## src/common/sci_brk_regs.svh

```systemverilog
// Register offsets, field positions and timing counts for the break and status block
// Notes on behaviour
// - Receive polarity invert flips the receive line before any receiver processing.
// - Long break clear: transmitted break lasts 10 bit times, 11 in nine-bit format.
// - Long break set: transmitted break lasts 13 bit times, 14 in nine-bit format.
// - Framing error detection ignores the long break select bit entirely.
// - LIN break detect enable blocks framing error and receive full from setting.
// - Detect enable clear: break seen after 10 low bit times, 11 in nine-bit.
// - Detect enable set: break seen after 11 low bit times, 12 in nine-bit.
// - Receiver active flag sets when the receive line goes low.
// - Receiver active flag clears by itself when the line goes idle.
// - Nine-bit format select gives nine data bits per character.
// - Detected LIN break sets the LIN break flag; writing one clears it.
`ifndef SCI_BRK_REGS_SVH
`define SCI_BRK_REGS_SVH
`define OFS_STATUS_TWO   8'h00
`define OFS_CONTROL      8'h04
`define OFS_BREAK_CMD    8'h08
`define OFS_FLAGS        8'h0c
`define BIT_LIN_FLAG     7
`define BIT_RX_INV       4
`define BIT_WAKE_IDLE    3
`define BIT_LONG_BREAK   2
`define BIT_LIN_ENABLE   1
`define BIT_RX_ACTIVE    0
`define BIT_NINE_BIT     0
`define BIT_TX_INV       1
`define BIT_FRAME_ERR    0
`define BIT_RX_FULL      1
`define BIT_BREAK_BUSY   2
`define BIT_BREAK_GO     0
`define BRK_TX_SHORT     5'd10
`define BRK_TX_LONG      5'd13
`define BRK_RX_SHORT     5'd10
`define BRK_RX_LIN       5'd11
`define FRAME_BITS8      5'd10
`define IDLE_BITS        5'd10
`define BAUD_DIV_DEF     16
`endif

```

## src/common/sci_brk_pkg.sv

```systemverilog
// Types shared by the break and status block
package sci_brk_pkg;
  typedef enum logic [2:0] {
    RX_IDLE  = 3'b001,
    RX_FRAME = 3'b010,
    RX_BREAK = 3'b100
  } rx_state_t;
  typedef struct packed {
    logic nine_bit;
    logic tx_invert;
    logic rx_invert;
    logic wake_idle;
    logic long_break;
    logic lin_enable;
  } ctrl_t;
endpackage : sci_brk_pkg

```

## src/hdl/sci_brk_status.sv

```systemverilog
// Break generation, break detection and receiver activity with AXI4-Lite registers
//
// Our own choices: the address map and the AXI4-Lite register port.
`timescale 1ns/1ps
`include "sci_brk_regs.svh"
module sci_brk_status
  import sci_brk_pkg::*;
#(
  parameter int BAUD_DIV = `BAUD_DIV_DEF
) (
  // Clock and reset
  input  wire logic        sys_clk,
  input  wire logic        rst_n,
  // AXI4-Lite write
  input  wire logic [7:0]  s_axi_awaddr,
  input  wire logic        s_axi_awvalid,
  output logic             s_axi_awready,
  input  wire logic [31:0] s_axi_wdata,
  input  wire logic [3:0]  s_axi_wstrb,
  input  wire logic        s_axi_wvalid,
  output logic             s_axi_wready,
  output logic [1:0]       s_axi_bresp,
  output logic             s_axi_bvalid,
  input  wire logic        s_axi_bready,
  // AXI4-Lite read
  input  wire logic [7:0]  s_axi_araddr,
  input  wire logic        s_axi_arvalid,
  output logic             s_axi_arready,
  output logic [31:0]      s_axi_rdata,
  output logic [1:0]       s_axi_rresp,
  output logic             s_axi_rvalid,
  input  wire logic        s_axi_rready,
  // Serial line
  input  wire logic        rxd,
  output logic             txd
);
  localparam logic [15:0] DIV_LAST = 16'(BAUD_DIV - 1);
  // First count ends half a bit into the start bit, so every later sample falls mid bit
  localparam logic [15:0] START_OFS = 16'(BAUD_DIV - BAUD_DIV / 2);

  ctrl_t       ctrl;
  rx_state_t   rx_state;
  logic [2:0]  rx_sync;
  logic        rx_line;
  logic [15:0] rx_div;
  logic [4:0]  rx_bits;
  logic [4:0]  low_bits;
  logic [4:0]  idle_bits;
  logic        rx_active;
  logic        lin_flag;
  logic        frame_err;
  logic        rx_full;
  logic [15:0] tx_div;
  logic [4:0]  tx_left;
  logic        brk_req;
  logic        aw_held;
  logic        w_held;
  logic [7:0]  aw_addr;
  logic [31:0] w_data;
  logic [3:0]  w_strb;
  logic        do_write;
  logic        break_hit;
  logic        frame_end;
  logic [4:0]  brk_rx_len;
  logic [4:0]  frame_len;

  assign do_write   = aw_held && w_held && !s_axi_bvalid;
  assign brk_rx_len = (ctrl.lin_enable ? `BRK_RX_LIN : `BRK_RX_SHORT) + {4'h0, ctrl.nine_bit};
  assign frame_len  = `FRAME_BITS8 + {4'h0, ctrl.nine_bit};
  assign break_hit  = rx_div == DIV_LAST && !rx_line && low_bits + 5'd1 >= brk_rx_len;
  assign frame_end  = rx_state == RX_FRAME && rx_div == DIV_LAST && rx_bits + 5'd1 == frame_len;

  // Three-stage pin synchroniser; inversion after agreement of stages two and three
  always_ff @(posedge sys_clk) begin
    if (!rst_n) begin
      rx_sync <= 3'b111;
      rx_line <= 1'b1;
    end else begin
      rx_sync <= {rx_sync[1:0], rxd};
      if (rx_sync[1] == rx_sync[2])
        rx_line <= rx_sync[2] ^ ctrl.rx_invert;
    end
  end

  // Receiver sequencing and low/idle bit counting
  always_ff @(posedge sys_clk) begin
    if (!rst_n) begin
      rx_state  <= RX_IDLE;
      rx_div    <= 16'h0000;
      rx_bits   <= 5'd0;
      low_bits  <= 5'd0;
      idle_bits <= 5'd0;
    end else begin
      case (rx_state)
        RX_IDLE: begin
          rx_div    <= START_OFS;
          rx_bits   <= 5'd0;
          low_bits  <= 5'd0;
          idle_bits <= 5'd0;
          if (!rx_line)
            rx_state <= RX_FRAME;
        end
        RX_FRAME, RX_BREAK: begin
          rx_div <= (rx_div == DIV_LAST) ? 16'h0000 : rx_div + 16'h0001;
          if (rx_div == DIV_LAST) begin
            rx_bits   <= (rx_bits == 5'h1f) ? rx_bits : rx_bits + 5'd1;
            low_bits  <= rx_line ? 5'd0 : ((low_bits == 5'h1f) ? low_bits : low_bits + 5'd1);
            idle_bits <= !rx_line ? 5'd0 : idle_bits + 5'd1;
            if (break_hit)
              rx_state <= RX_BREAK;
            if (rx_line && (rx_state == RX_BREAK || rx_bits + 5'd1 >= frame_len)) begin
              if (idle_bits + 5'd1 >= `IDLE_BITS || rx_state == RX_BREAK)
                rx_state <= RX_IDLE;
            end
          end
        end
        default: rx_state <= RX_IDLE;
      endcase
    end
  end

  // Receiver active flag: follows the receiver sequencing, read only
  always_ff @(posedge sys_clk) begin
    if (!rst_n)
      rx_active <= 1'b0;
    else
      rx_active <= (rx_state != RX_IDLE) || !rx_line;
  end

  // Status flags; a set in the same cycle as a write-one clear wins
  always_ff @(posedge sys_clk) begin
    if (!rst_n) begin
      lin_flag  <= 1'b0;
      frame_err <= 1'b0;
      rx_full   <= 1'b0;
    end else begin
      if (do_write && aw_addr == `OFS_STATUS_TWO && w_strb[0] && w_data[`BIT_LIN_FLAG])
        lin_flag <= 1'b0;
      if (do_write && aw_addr == `OFS_FLAGS && w_strb[0] && w_data[`BIT_FRAME_ERR])
        frame_err <= 1'b0;
      if (do_write && aw_addr == `OFS_FLAGS && w_strb[0] && w_data[`BIT_RX_FULL])
        rx_full <= 1'b0;
      if (break_hit && rx_state == RX_FRAME && ctrl.lin_enable)
        lin_flag <= 1'b1;
      // Stop bit check independent of long break select
      if (frame_end && !ctrl.lin_enable) begin
        rx_full <= 1'b1;
        if (!rx_line)
          frame_err <= 1'b1;
      end
    end
  end

  // Control register writes
  always_ff @(posedge sys_clk) begin
    if (!rst_n) begin
      ctrl <= '0;
    end else if (do_write && w_strb[0]) begin
      if (aw_addr == `OFS_STATUS_TWO) begin
        ctrl.rx_invert  <= w_data[`BIT_RX_INV];
        ctrl.wake_idle  <= w_data[`BIT_WAKE_IDLE];
        ctrl.long_break <= w_data[`BIT_LONG_BREAK];
        ctrl.lin_enable <= w_data[`BIT_LIN_ENABLE];
      end else if (aw_addr == `OFS_CONTROL) begin
        ctrl.nine_bit  <= w_data[`BIT_NINE_BIT];
        ctrl.tx_invert <= w_data[`BIT_TX_INV];
      end
    end
  end

  // Break transmitter: space for the selected length, then mark
  always_ff @(posedge sys_clk) begin
    if (!rst_n) begin
      tx_left <= 5'd0;
      tx_div  <= 16'h0000;
      brk_req <= 1'b0;
      txd     <= 1'b1;
    end else begin
      brk_req <= do_write && aw_addr == `OFS_BREAK_CMD && w_strb[0] && w_data[`BIT_BREAK_GO] && tx_left == 5'd0;
      if (brk_req) begin
        tx_left <= (ctrl.long_break ? `BRK_TX_LONG : `BRK_TX_SHORT) + {4'h0, ctrl.nine_bit};
        tx_div  <= 16'h0000;
      end else if (tx_left != 5'd0) begin
        tx_div <= (tx_div == DIV_LAST) ? 16'h0000 : tx_div + 16'h0001;
        if (tx_div == DIV_LAST)
          tx_left <= tx_left - 5'd1;
      end
      // Space only while the counter runs, so the break is exactly len bit times
      txd <= ((tx_left != 5'd0) ? 1'b0 : 1'b1) ^ ctrl.tx_invert;
    end
  end

  // AXI write channel: address and data taken in either order
  always_ff @(posedge sys_clk) begin
    if (!rst_n) begin
      aw_held       <= 1'b0;
      w_held        <= 1'b0;
      aw_addr       <= 8'h00;
      w_data        <= 32'h0000_0000;
      w_strb        <= 4'h0;
      s_axi_awready <= 1'b0;
      s_axi_wready  <= 1'b0;
      s_axi_bvalid  <= 1'b0;
      s_axi_bresp   <= 2'b00;
    end else begin
      s_axi_awready <= !aw_held && !s_axi_awready && s_axi_awvalid;
      s_axi_wready  <= !w_held && !s_axi_wready && s_axi_wvalid;
      if (s_axi_awvalid && s_axi_awready) begin
        aw_held <= 1'b1;
        aw_addr <= s_axi_awaddr;
      end
      if (s_axi_wvalid && s_axi_wready) begin
        w_held <= 1'b1;
        w_data <= s_axi_wdata;
        w_strb <= s_axi_wstrb;
      end
      if (do_write) begin
        aw_held      <= 1'b0;
        w_held       <= 1'b0;
        s_axi_bvalid <= 1'b1;
        s_axi_bresp  <= (aw_addr[7:4] == 4'h0 && aw_addr[1:0] == 2'b00) ? 2'b00 : 2'b10;
      end else if (s_axi_bready)
        s_axi_bvalid <= 1'b0;
    end
  end

  // AXI read channel; unmapped addresses answer SLVERR with zero data
  always_ff @(posedge sys_clk) begin
    if (!rst_n) begin
      s_axi_arready <= 1'b0;
      s_axi_rvalid  <= 1'b0;
      s_axi_rdata   <= 32'h0000_0000;
      s_axi_rresp   <= 2'b00;
    end else begin
      s_axi_arready <= !s_axi_arready && !s_axi_rvalid && s_axi_arvalid;
      if (s_axi_arvalid && s_axi_arready) begin
        s_axi_rvalid <= 1'b1;
        s_axi_rresp  <= 2'b00;
        case (s_axi_araddr)
          `OFS_STATUS_TWO: s_axi_rdata <= {24'h0, lin_flag, 2'b00, ctrl.rx_invert, ctrl.wake_idle,
                                           ctrl.long_break, ctrl.lin_enable, rx_active};
          `OFS_CONTROL:    s_axi_rdata <= {30'h0, ctrl.tx_invert, ctrl.nine_bit};
          `OFS_BREAK_CMD:  s_axi_rdata <= 32'h0000_0000;
          `OFS_FLAGS:      s_axi_rdata <= {29'h0, tx_left != 5'd0, rx_full, frame_err};
          default: begin
            s_axi_rdata <= 32'h0000_0000;
            s_axi_rresp <= 2'b10;
          end
        endcase
      end else if (s_axi_rvalid && s_axi_rready)
        s_axi_rvalid <= 1'b0;
    end
  end
endmodule : sci_brk_status

```

## config.mk

```make
export PLATFORM = sky130hd
export DESIGN_NAME = sci_brk_status
export DESIGN_NICKNAME = d
export VERILOG_FILES = /design/src/common/sci_brk_pkg.sv /design/src/hdl/sci_brk_status.sv
export VERILOG_INCLUDE_DIRS = /design/src /design/src/common
export SDC_FILE = /design/constraint.sdc
export NUM_CORES = 1
export LEC_CHECK = 0
export BUFFER_PORTS_ARGS = -buffer_cell sky130_fd_sc_hd__buf_2
export CAP_MARGIN = 20
export CORE_MARGIN = 8
export CORE_UTILIZATION = 50
export CTS_CLUSTER_DIAMETER = 120
export DETAILED_ROUTE_END_ITERATION = 10
export PLACE_DENSITY = 0.77
export SLEW_MARGIN = 20
export SYNTH_ARGS = -nofsm -noshare
export SYNTH_HDL_FRONTEND = slang
export SYNTH_SLANG_ARGS = --single-unit
```

## constraint.sdc

```tcl
create_clock -name sys_clk -period 2 [get_ports sys_clk]
set_clock_uncertainty 0.1 [all_clocks]
set_input_delay 0.6 -clock sys_clk [delete_from_list [all_inputs] [get_ports sys_clk]]
set_output_delay 0.6 -clock sys_clk [all_outputs]
set_load 0.05 [all_outputs]
```

# Word-level counts from Yosys, hierarchy flattened
# Index checks and enable logic that the tools add are counted.
[classes]
addsub = 9
n_mul = 0
div_mod_pow = 0
n_lt_le_gt_ge = 3
n_eq_ne = 20
shifts = 0
muxes = 39
bitwise = 4
n_reduce_logical = 69
[op_table]
columns = ["op", "n"]
rows = [
  ["5-bit 2-to-1 mux", 10],
  ["1-bit logical AND", 33],
  ["16-bit by 1-bit adder with 16-bit output, second input constant", 2],
  ["16-bit by 4-bit == test with 1-bit output, second input constant", 2],
  ["8-bit by 4-bit == test with 1-bit output, second input constant", 4],
  ["16-bit 2-to-1 mux", 2],
  ["16-bit one-hot mux with 2 select lines", 1],
  ["5-bit one-hot mux with 2 select lines", 3],
  ["8-bit one-hot mux with 3 select lines", 1],
  ["3-bit 2-to-1 mux", 6],
  ["8-bit by 3-bit == test with 1-bit output, second input constant", 2],
  ["8-bit logical NOT", 2],
  ["5-bit by 1-bit adder with 5-bit output, second input constant", 3],
  ["2-bit nonzero test", 7],
  ["1-bit 2-to-1 mux", 13],
  ["4-bit by 1-bit adder with 5-bit output", 2],
  ["5-bit == test, second input constant", 2],
  ["5-bit greater-or-equal comparator", 2],
  ["1-bit logical NOT", 9],
  ["3-bit AND reduction", 3],
  ["2-bit AND reduction", 4],
  ["2-bit inequality test, second input constant", 3],
  ["3-bit one-hot mux with 2 select lines", 1],
  ["2-bit OR reduction", 3],
  ["other kinds (19)", 24],
]
[totals]
regBits = 131
latch_bits = 0
ramBits = 0
mem_bits_ro = 0
input_bits = 60
output_inout_bits = 42
word_cells = 178
memories = 0

# Logic depth before layout (Yosys ltp)
# Gate-level depths: netlist (run 1).
[depth]
ltp_word = 9
depth_mapped = 10
ltp_nobuf = 8

# Worst setup path after synthesis (run 1)
# No wires, ideal clock.
[synth_timing]
kind = "register to register"
from = "register tx_left[0]"
to = "register tx_div[7]"
setup_ps = 65
arrival_time_ps = 1838
required_ps = 1835
setup_slack_ps = -3
path_stages_with_launch = 11
n_path_buf = 3
synth_period_minus_slack_ps = 2003
cell_sequence = "dfxtp_1 inv_1 ha_1 or4b_1 buf_4 nand4_4 nor2_2 or2_1 buf_6 buf_6 nor2_1"
[synth_between]
elab_chain_len = 1
[synth_rtl]
columns = ["element", "line", "text"]
rows = [
  ["from (decl)", "sci_brk_status.sv:54", "logic [4:0] tx_left;"],
  ["from (signal assigned)", "sci_brk_status.sv:181", "tx_left <= (ctrl.long_break ? `BRK_TX_LONG : `BRK_TX_SHORT) + {4'h0, ctrl.nine_bit};"],
  ["from (signal assigned)", "sci_brk_status.sv:186", "tx_left <= tx_left - 5'd1;"],
  ["5-bit nonzero test", "sci_brk_status.sv:183", "end else if (tx_left != 5'd0) begin"],
  ["to (signal assigned)", "sci_brk_status.sv:184", "tx_div <= (tx_div == DIV_LAST) ? 16'h0000 : tx_div + 16'h0001;"],
  ["to (decl)", "sci_brk_status.sv:53", "logic [15:0] tx_div;"],
]
# Every way passes these cells.
# A chain may end at the register's enable or synchronous reset.

# Worst setup path in the final report (run 1)
[layout_timing]
from = "register low_bits[0]"
to = "register rx_state[1]"
[layout_between]
elab_chain_len = 8
[layout_rtl]
columns = ["element", "line", "text"]
rows = [
  ["from (decl)", "sci_brk_status.sv:47", "logic [4:0] low_bits;"],
  ["from (signal assigned)", "sci_brk_status.sv:107", "low_bits <= rx_line ? 5'd0 : ((low_bits == 5'h1f) ? low_bits : low_bits + 5'd1);"],
  ["5-bit by 1-bit adder with 5-bit output (*)", "sci_brk_status.sv:70", "assign break_hit = rx_div == DIV_LAST && !rx_line && low_bits + 5'd1 >= brk_rx_len;"],
  ["5-bit greater-or-equal comparator (*)", "sci_brk_status.sv:70", ""],
  ["1-bit logical AND (*)", "sci_brk_status.sv:70", ""],
  ["3-bit 2-to-1 mux (*)", "sci_brk_status.sv:109", "if (break_hit)"],
  ["3-bit 2-to-1 mux", "sci_brk_status.sv:112", "if (idle_bits + 5'd1 >= `IDLE_BITS || rx_state == RX_BREAK)"],
  ["3-bit 2-to-1 mux (*)", "sci_brk_status.sv:111", "if (rx_line && (rx_state == RX_BREAK || rx_bits + 5'd1 >= frame_len)) begin"],
  ["3-bit 2-to-1 mux (*)", "sci_brk_status.sv:105", "if (rx_div == DIV_LAST) begin"],
  ["3-bit one-hot mux with 2 select lines (*)", "sci_brk_status.sv:94", "case (rx_state)"],
  ["to (signal assigned)", "sci_brk_status.sv:110", "rx_state <= RX_BREAK;"],
  ["to (signal assigned)", "sci_brk_status.sv:113", "rx_state <= RX_IDLE;"],
  ["to (signal assigned)", "sci_brk_status.sv:117", "default: rx_state <= RX_IDLE;"],
  ["to (decl)", "sci_brk_status.sv:42", "rx_state_t rx_state;"],
]
# Every way passes the cells marked *; elsewhere a longest branch is shown, timed or not. The select of a mux whose other input is x is not followed.

==> metrics.txt, run 1 <==
largest net degree at the start of global routing 52; Worst Tran Pin Value about 0.54 ns; Syn Area/Cell around 8.5 sq um; Reg area just over 2000 sq um; Worst Setup EP rx_state[1]; Min-Delay Path Class input pin to register; Die Y-Extent roughly 120 um; ranking of synthesized cells by area dfxtp_1 (40%), nand2_1 (4.7%), a21oi_1 (4.5%); IO Port Bufs 44; largest area contributor in the netlist dfxtp_1; slew margin rel. between 60% and 70%; #FFs+latches synth roughly 100; global-route wire length before repair between 15,000 and 20,000 um; outcome completed; top-count cell post-synth dfxtp_1; post-synthesis sequential area ratio roughly 40%; Syn Inst Count ~600; Worst-path clk slew approximately 0.11 ns; critical path class register to register; total power 3831 uW; Die ar. 13,570 sq um; Syn. warnings 0; io pins roughly 100; Post-Syn Area roughly 5100 sq um; htree depth 3; Multi-input gate area around 3000 sq um; Commonest cells post-synth dfxtp_1 (101), nand2_1 (63), nor2_1 (56); Via-to-Cell Ratio roughly 5.5; grt total ovfl 0; reg2reg end rx_state[1]; P per Cell Area about 640 nW/um^2; minimum clock period between 1.5 and 2 ns; DR DRC count 0; FILL cells around 860; LEAKAGE approximately 0.0024 uW; Die X around 120 um; vias around 4,400; CTS tree yes; maximum root-to-sink buffer count 2; first-pass detailed-route iteration total 4; Synth cell types between 60 and 70; Startpoint Class register; # setup viols final 0; Crit Path Max Fanout 4; worst endpoint required time ~2.2 ns; total wire length around 12,000 um; Post-synth EDFFs 0; Tcrit/Tclk final 98.53%; Max VDD drop between 0.0005 and 0.0006 V; Hold Fails Final Rpt 0; CP endpoint kind register; Detail Placement HPWL 8427 um; Worst Hold Slack around 0.30 ns; Core Region 9774 sq um; post-route ant nets 0; initial antenna violation count 0; fmax a little over 0.5 GHz; gr usage total around 17%; initial core utilization between 50% and 60%; layout net count about 750; worst-case reg-to-reg path depth 8; share of the synthesized area in the top cell type about 40%; diodes inserted 0; ys flop type dfxtp_1; clock latency on the worst-skew pair slightly below 0.4 ns; unrepaired setup endpoints after global routing yes; Avg WL per Cell around 14 um; Async SR Flop Fraction 0%; CTS root buffer clkbuf_8; Final Max Tran Viols 0; Rows 36; Sink Count a little over 100; Finished Core Util between 60 and 70%; MaxCap Viol Count 0; Inserted Clock Buffers 9; GPL Wtd Cong between 0.8 and 0.9; Worst EP arrival approximately 2.2 ns; R2R setup slack 0.03 ns; proportion of layout cells with a drive suffix above 1 about a quarter; vias in the first global route between 4,000 and 5,000; crit path launch low_bits[0]; starting DRC count in detailed routing approximately 290; RR Startpoint low_bits[0]; area grow syn2layout 18.73%
[placed cells by master (no fill, tap or decap), types with 14 or more instances in the layout]
master and count:
a21oi_1 45, buf_2 44, buf_4 46, conb_1 28, dfxtp_1 93, inv_1 14, nand2_1 62, nand3_1 37
nor2_1 54, nor3_1 15, o21ai_0 19, xor2_1 15
[stage by stage]
step | setup slack [ns] | instances | TNS (ns) | cell area [sq um]
after global routing | -0.07879 | 810 | -0.1865 | 5997
after detailed placement | -0.1282 | 793 | -0.8607 | 5573
after floorplan | 0.01850 | 624 | 0 | 5156
after CTS | 0.002573 | 809 | 0 | 5827
after global placement | -0.09511 | 793 | -0.3610 | 5573
final | 0.02933 | 810 | 0 | 5997
[worst min path at each step]
stage / from / endpoint / slack (ns) / depth (start not counted)
floorplan: rx_sync[0] / rx_sync[1] / 0.29 / 1
global placement: rx_sync[0] / rx_sync[1] / 0.30 / 1
detailed placement: rx_sync[0] / rx_sync[1] / 0.29 / 1
CTS: rxd / rx_sync[0] / 0.27 / 2
global route: rxd / rx_sync[0] / 0.29 / 2
finish: rxd / rx_sync[0] / 0.30 / 2
[metal layers]
metal / part of all wire (%) / global-route usage, %
met5: 0 / 0
met4: 1.0 / 4.927
met3: 5.1 / 4.964
met2: 51 / 30.74
met1: 43 / 19.89
[state kept, by name, indices dropped and copies added (netlist names), 3 cells and up]
signal and count:
aw_addr 8, ctrl 6, idle_bits 5, low_bits 5
rx_bits 5, rx_div 16, rx_state 3, rx_sync 3
s_axi_rdata 6, tx_div 16, tx_left 5, w_data 6
[power breakdown]
part | leakage (uW) | switching (uW) | internal (uW) | total, uW
clock network | 0.000102 | 791 | 519 | 1310
registers | 0.000820 | 31.6 | 2040 | 2070
logic | 0.00147 | 316 | 132 | 448
total | 0.00240 | 1140 | 2690 | 3830
[area by class of cell]
type,instances,area share (%)
clock inverter,6,1.043
inverter,16,1.001
clock buffer,10,2.295
timing repair buffer,93,10.29
multi-input combinational,451,48.72
tap,133,2.775
sequential,101,33.88
[repair_timing]
item                                    in CTS  in global routing
pin swaps                                    2                  9
hold endpoints to repair                     0                  0
resized for setup                           14                 32
setup buffers                                0                  1
endpoints found under the setup margin      22                 41
hold buffers                                 0                  0
[critical path, stage by stage (launching register included)]
cell and delay (ns):
dfxtp_2 0.35, ha_4 0.17, xor2_1 0.15, ha_1 0.28, o21ai_0 0.09, o21a_2 0.26
a2111oi_4 0.20, nor4b_2 0.09, a22o_1 0.20
[cell families after synthesis]
family | share of synthesized area (%)
AOI/OAI and AO/OA | 14.09
xor gates and xnor gates | 4.508
adders and majority gates | 4.211
buffers and inverters | 8.150
DFF | 40.03
muxes | 1.808
other | 0.07424
and+or+nand+nor | 27.12
(Power assumes the default switching activity.)
==> inputs of run 2 (changes only) <==
--- a/config.mk
+++ b/config.mk
@@ -9,10 +9,9 @@
 export BUFFER_PORTS_ARGS = -buffer_cell sky130_fd_sc_hd__buf_2
 export CAP_MARGIN = 20
 export CORE_MARGIN = 8
-export CORE_UTILIZATION = 50
+export CORE_UTILIZATION = 35
 export CTS_CLUSTER_DIAMETER = 120
 export DETAILED_ROUTE_END_ITERATION = 10
-export PLACE_DENSITY = 0.77
 export SLEW_MARGIN = 20
 export SYNTH_ARGS = -nofsm -noshare
 export SYNTH_HDL_FRONTEND = slang
==> run 2 against run 1 <==
Effect of this change: power increased by 12%; utilization is 18 points lower; non-clock buffer count rose by 11; clock power up 34%; largest power group unchanged; global-route usage decreased by 4.6 points; largest cell class unchanged; cell area increased by 3.1%; final cell count grew 7.7%; via count fell by 0.34%; hold slack better by 0.023 ns; setup slack improved by 0.032 ns; die area rose by 37%; sequential share of layout area decreased by 1.1 points.
==> metrics.txt, run 2 (same netlist as run 1, synthesis figures left out) <==
Rows 44 (+22%); Via-to-Cell Ratio 5.046 (-7.4%); part of the power in the clock network 41.1% (+6.9 points); global-route wire length before repair 19,430 um (+2.3%); P_int 3092 uW (+15%); FILL cells 1,402 (+63%); fmax 0.5158 GHz (+1.7%); largest registers rx_div (16), tx_div (16), aw_addr (8); first-pass detailed-route iteration total 4 (unchanged); leading cell types in the layout, fill and taps excluded dfxtp_1 (97), nand2_1 (62), buf_4 (59); # setup viols final 0 (unchanged); gr usage total 12.75% (-4.6 points); CTS root buffer clkbuf_16; Detail Placement HPWL 8762 um (+4.0%); Worst EP arrival 2.14 ns (-0.03 ns); Slowest-stage cell, CP dfxtp_2; Startpoint Class register; sequential power share 48.2% (-5.9 points); initial core utilization 35.29% (-16 points); CP endpoint kind register; most common cell after layout, fill and taps aside dfxtp_1; Die Y-Extent 136.1 um (+17%); Multi-input gate area 2888 sq um (-1.2%); routed length on met3 412 um (-30%); layout net count 760 (+1.5%); final cell count without fillers 872 (+7.7%); combinational group share of total power 10.7% (-1.0 points); proportion of layout cells with a drive suffix above 1 24.27% (+0.49 points); Core Region 14,310 sq um (+46%); WP buf/inv 0 (unchanged); clock latency on the worst-skew pair 0.35 ns (-0.04 ns); Tcrit/Tclk final 96.93% (-1.6 points); critical path class register to register; unrepaired setup endpoints after global routing yes; io pins 102 (unchanged); initial antenna violation count 0 (unchanged); largest net degree at the start of global routing 29 (-44%); Avg WL per Cell 13.59 um (-4.9%); setup TNS 0 ns (unchanged); diodes inserted 0 (unchanged); Min-Delay Path Class register to register; Worst-path clk slew 0.07 ns (-0.04 ns); Sink Count 101 (unchanged); IO Port Bufs 44 (unchanged); Psw 1195 uW (+4.9%); crit path cell chain ha_4 -> xor2_1 -> ha_1 -> o21ai_1 -> o21a_1 -> a2111oi_2 -> nor4b_1 -> a22o_1; slowest stage delay, CP 0.34 ns (about the same); post-route ant nets 0 (unchanged); grt total ovfl 0 (unchanged); LEAKAGE 0.002467 uW (+3.0%); GPL Wtd Cong 0.8253 (-3.6%); total wire length 11,850 um (+2.4%); starting DRC count in detailed routing 237 (-17%); vias 4,400 (-0.34%); Final Max Tran Viols 0 (unchanged); cell count after placement 852 (+7.4%); Hold Fails Final Rpt 0 (unchanged); maximum root-to-sink buffer count 2 (unchanged); outcome completed; Worst Hold Slack 0.3193 ns (+0.02251 ns); Crit Path Max Fanout 3 (-1); met2 routed WL 5739 um (-2.5%); worst endpoint required time 2.20 ns (about the same); Max VDD drop 0.0004070 V (-22%); Switching Fraction 27.88% (-1.9 points); Top Layer Used met4; total power 4287 uW (+12%); minimum clock period 1.939 ns (-0.03201 ns); P per Cell Area 693.6 nW/um^2 (+8.6%); M1 wire length 5543 um (+11%); CTS tree yes; Die X 136.1 um (+17%); Reg area 2027 sq um (-0.25%); vias in the first global route 4,169 (-3.3%); MaxCap Viol Count 0 (unchanged); Die ar. 18,530 sq um (+37%); htree depth 3 (unchanged); Inserted Clock Buffers 9 (unchanged); area grow syn2layout 22.37%; family with the most delay on the worst path compound AO/OA/AOI/OAI gates; DR DRC count 0 (unchanged)
## run 2: cell count changes in the layout (fill, tap and decap cells not counted), sizes merged
cell / delta
buf: +11
clkinv: -1
inv: +1
## run 2: routing by layer
metal / vias up / track usage (%)
li1: 2257 / -
met1: 2060 / 15.62
met2: 71 / 21.43
met3: 12 / 2.919
met4: 0 / 4.576
met5: - / 0
## run 2: worst reg2reg max path: stages (launching register included)
cell and delay, ns:
dfxtp_2 0.34, ha_4 0.17, xor2_1 0.15, ha_1 0.30
o21ai_1 0.07, o21a_1 0.21, a2111oi_2 0.05, nor4b_1 0.33
a22o_1 0.17
## run 2: metrics by stage
stage	util (%)	cell area [sq um]	setup WS, ns
after floorplan	-	5156	0.01850
after global placement	39.62	5672	-0.1838
after detailed placement	39.62	5672	-0.2380
after CTS	41.91	5998	0.00005906
after global routing	43.18	6181	-0.06153
final	43.18	6181	0.06134
## run 2: repair_timing
action | in CTS | in global routing
endpoints found under the setup margin | 17 | 39
setup buffers | 0 | 4
hold endpoints to repair | 0 | 0
hold buffers | 0 | 0
gates resized for setup | 7 | 33
pin swaps | 0 | 13
## run 2: area by class of cell
type,instances,area share (%)
timing repair buffer,104,10.91
clock buffer,10,3.866
tap,184,3.725
sequential,101,32.79
inverter,16,0.9717
multi-input combinational,451,46.72
clock inverter,6,1.012
## run 2: worst paths after layout
check | from | to | slack (ns) | depth (start not counted)
min | rx_sync[0] | rx_sync[1] | 0.32 | 1
min reg2reg | rx_sync[0] | rx_sync[1] | 0.32 | 1
max | low_bits[0] | rx_state[1] | 0.06 | 8
max reg2reg | low_bits[0] | rx_state[1] | 0.06 | 8
## run 2: power by group through the flow
stage          combinational, uW  clock (uW)  sequential, uW
2_1_floorplan                332           0            2120
3_3_place_gp                 440           0            2110
3_5_place_dp                 445           0            2110
4_1_cts                      445        1830            2070
5_1_grt                      494        1900            2070
6_report                     457        1760            2070
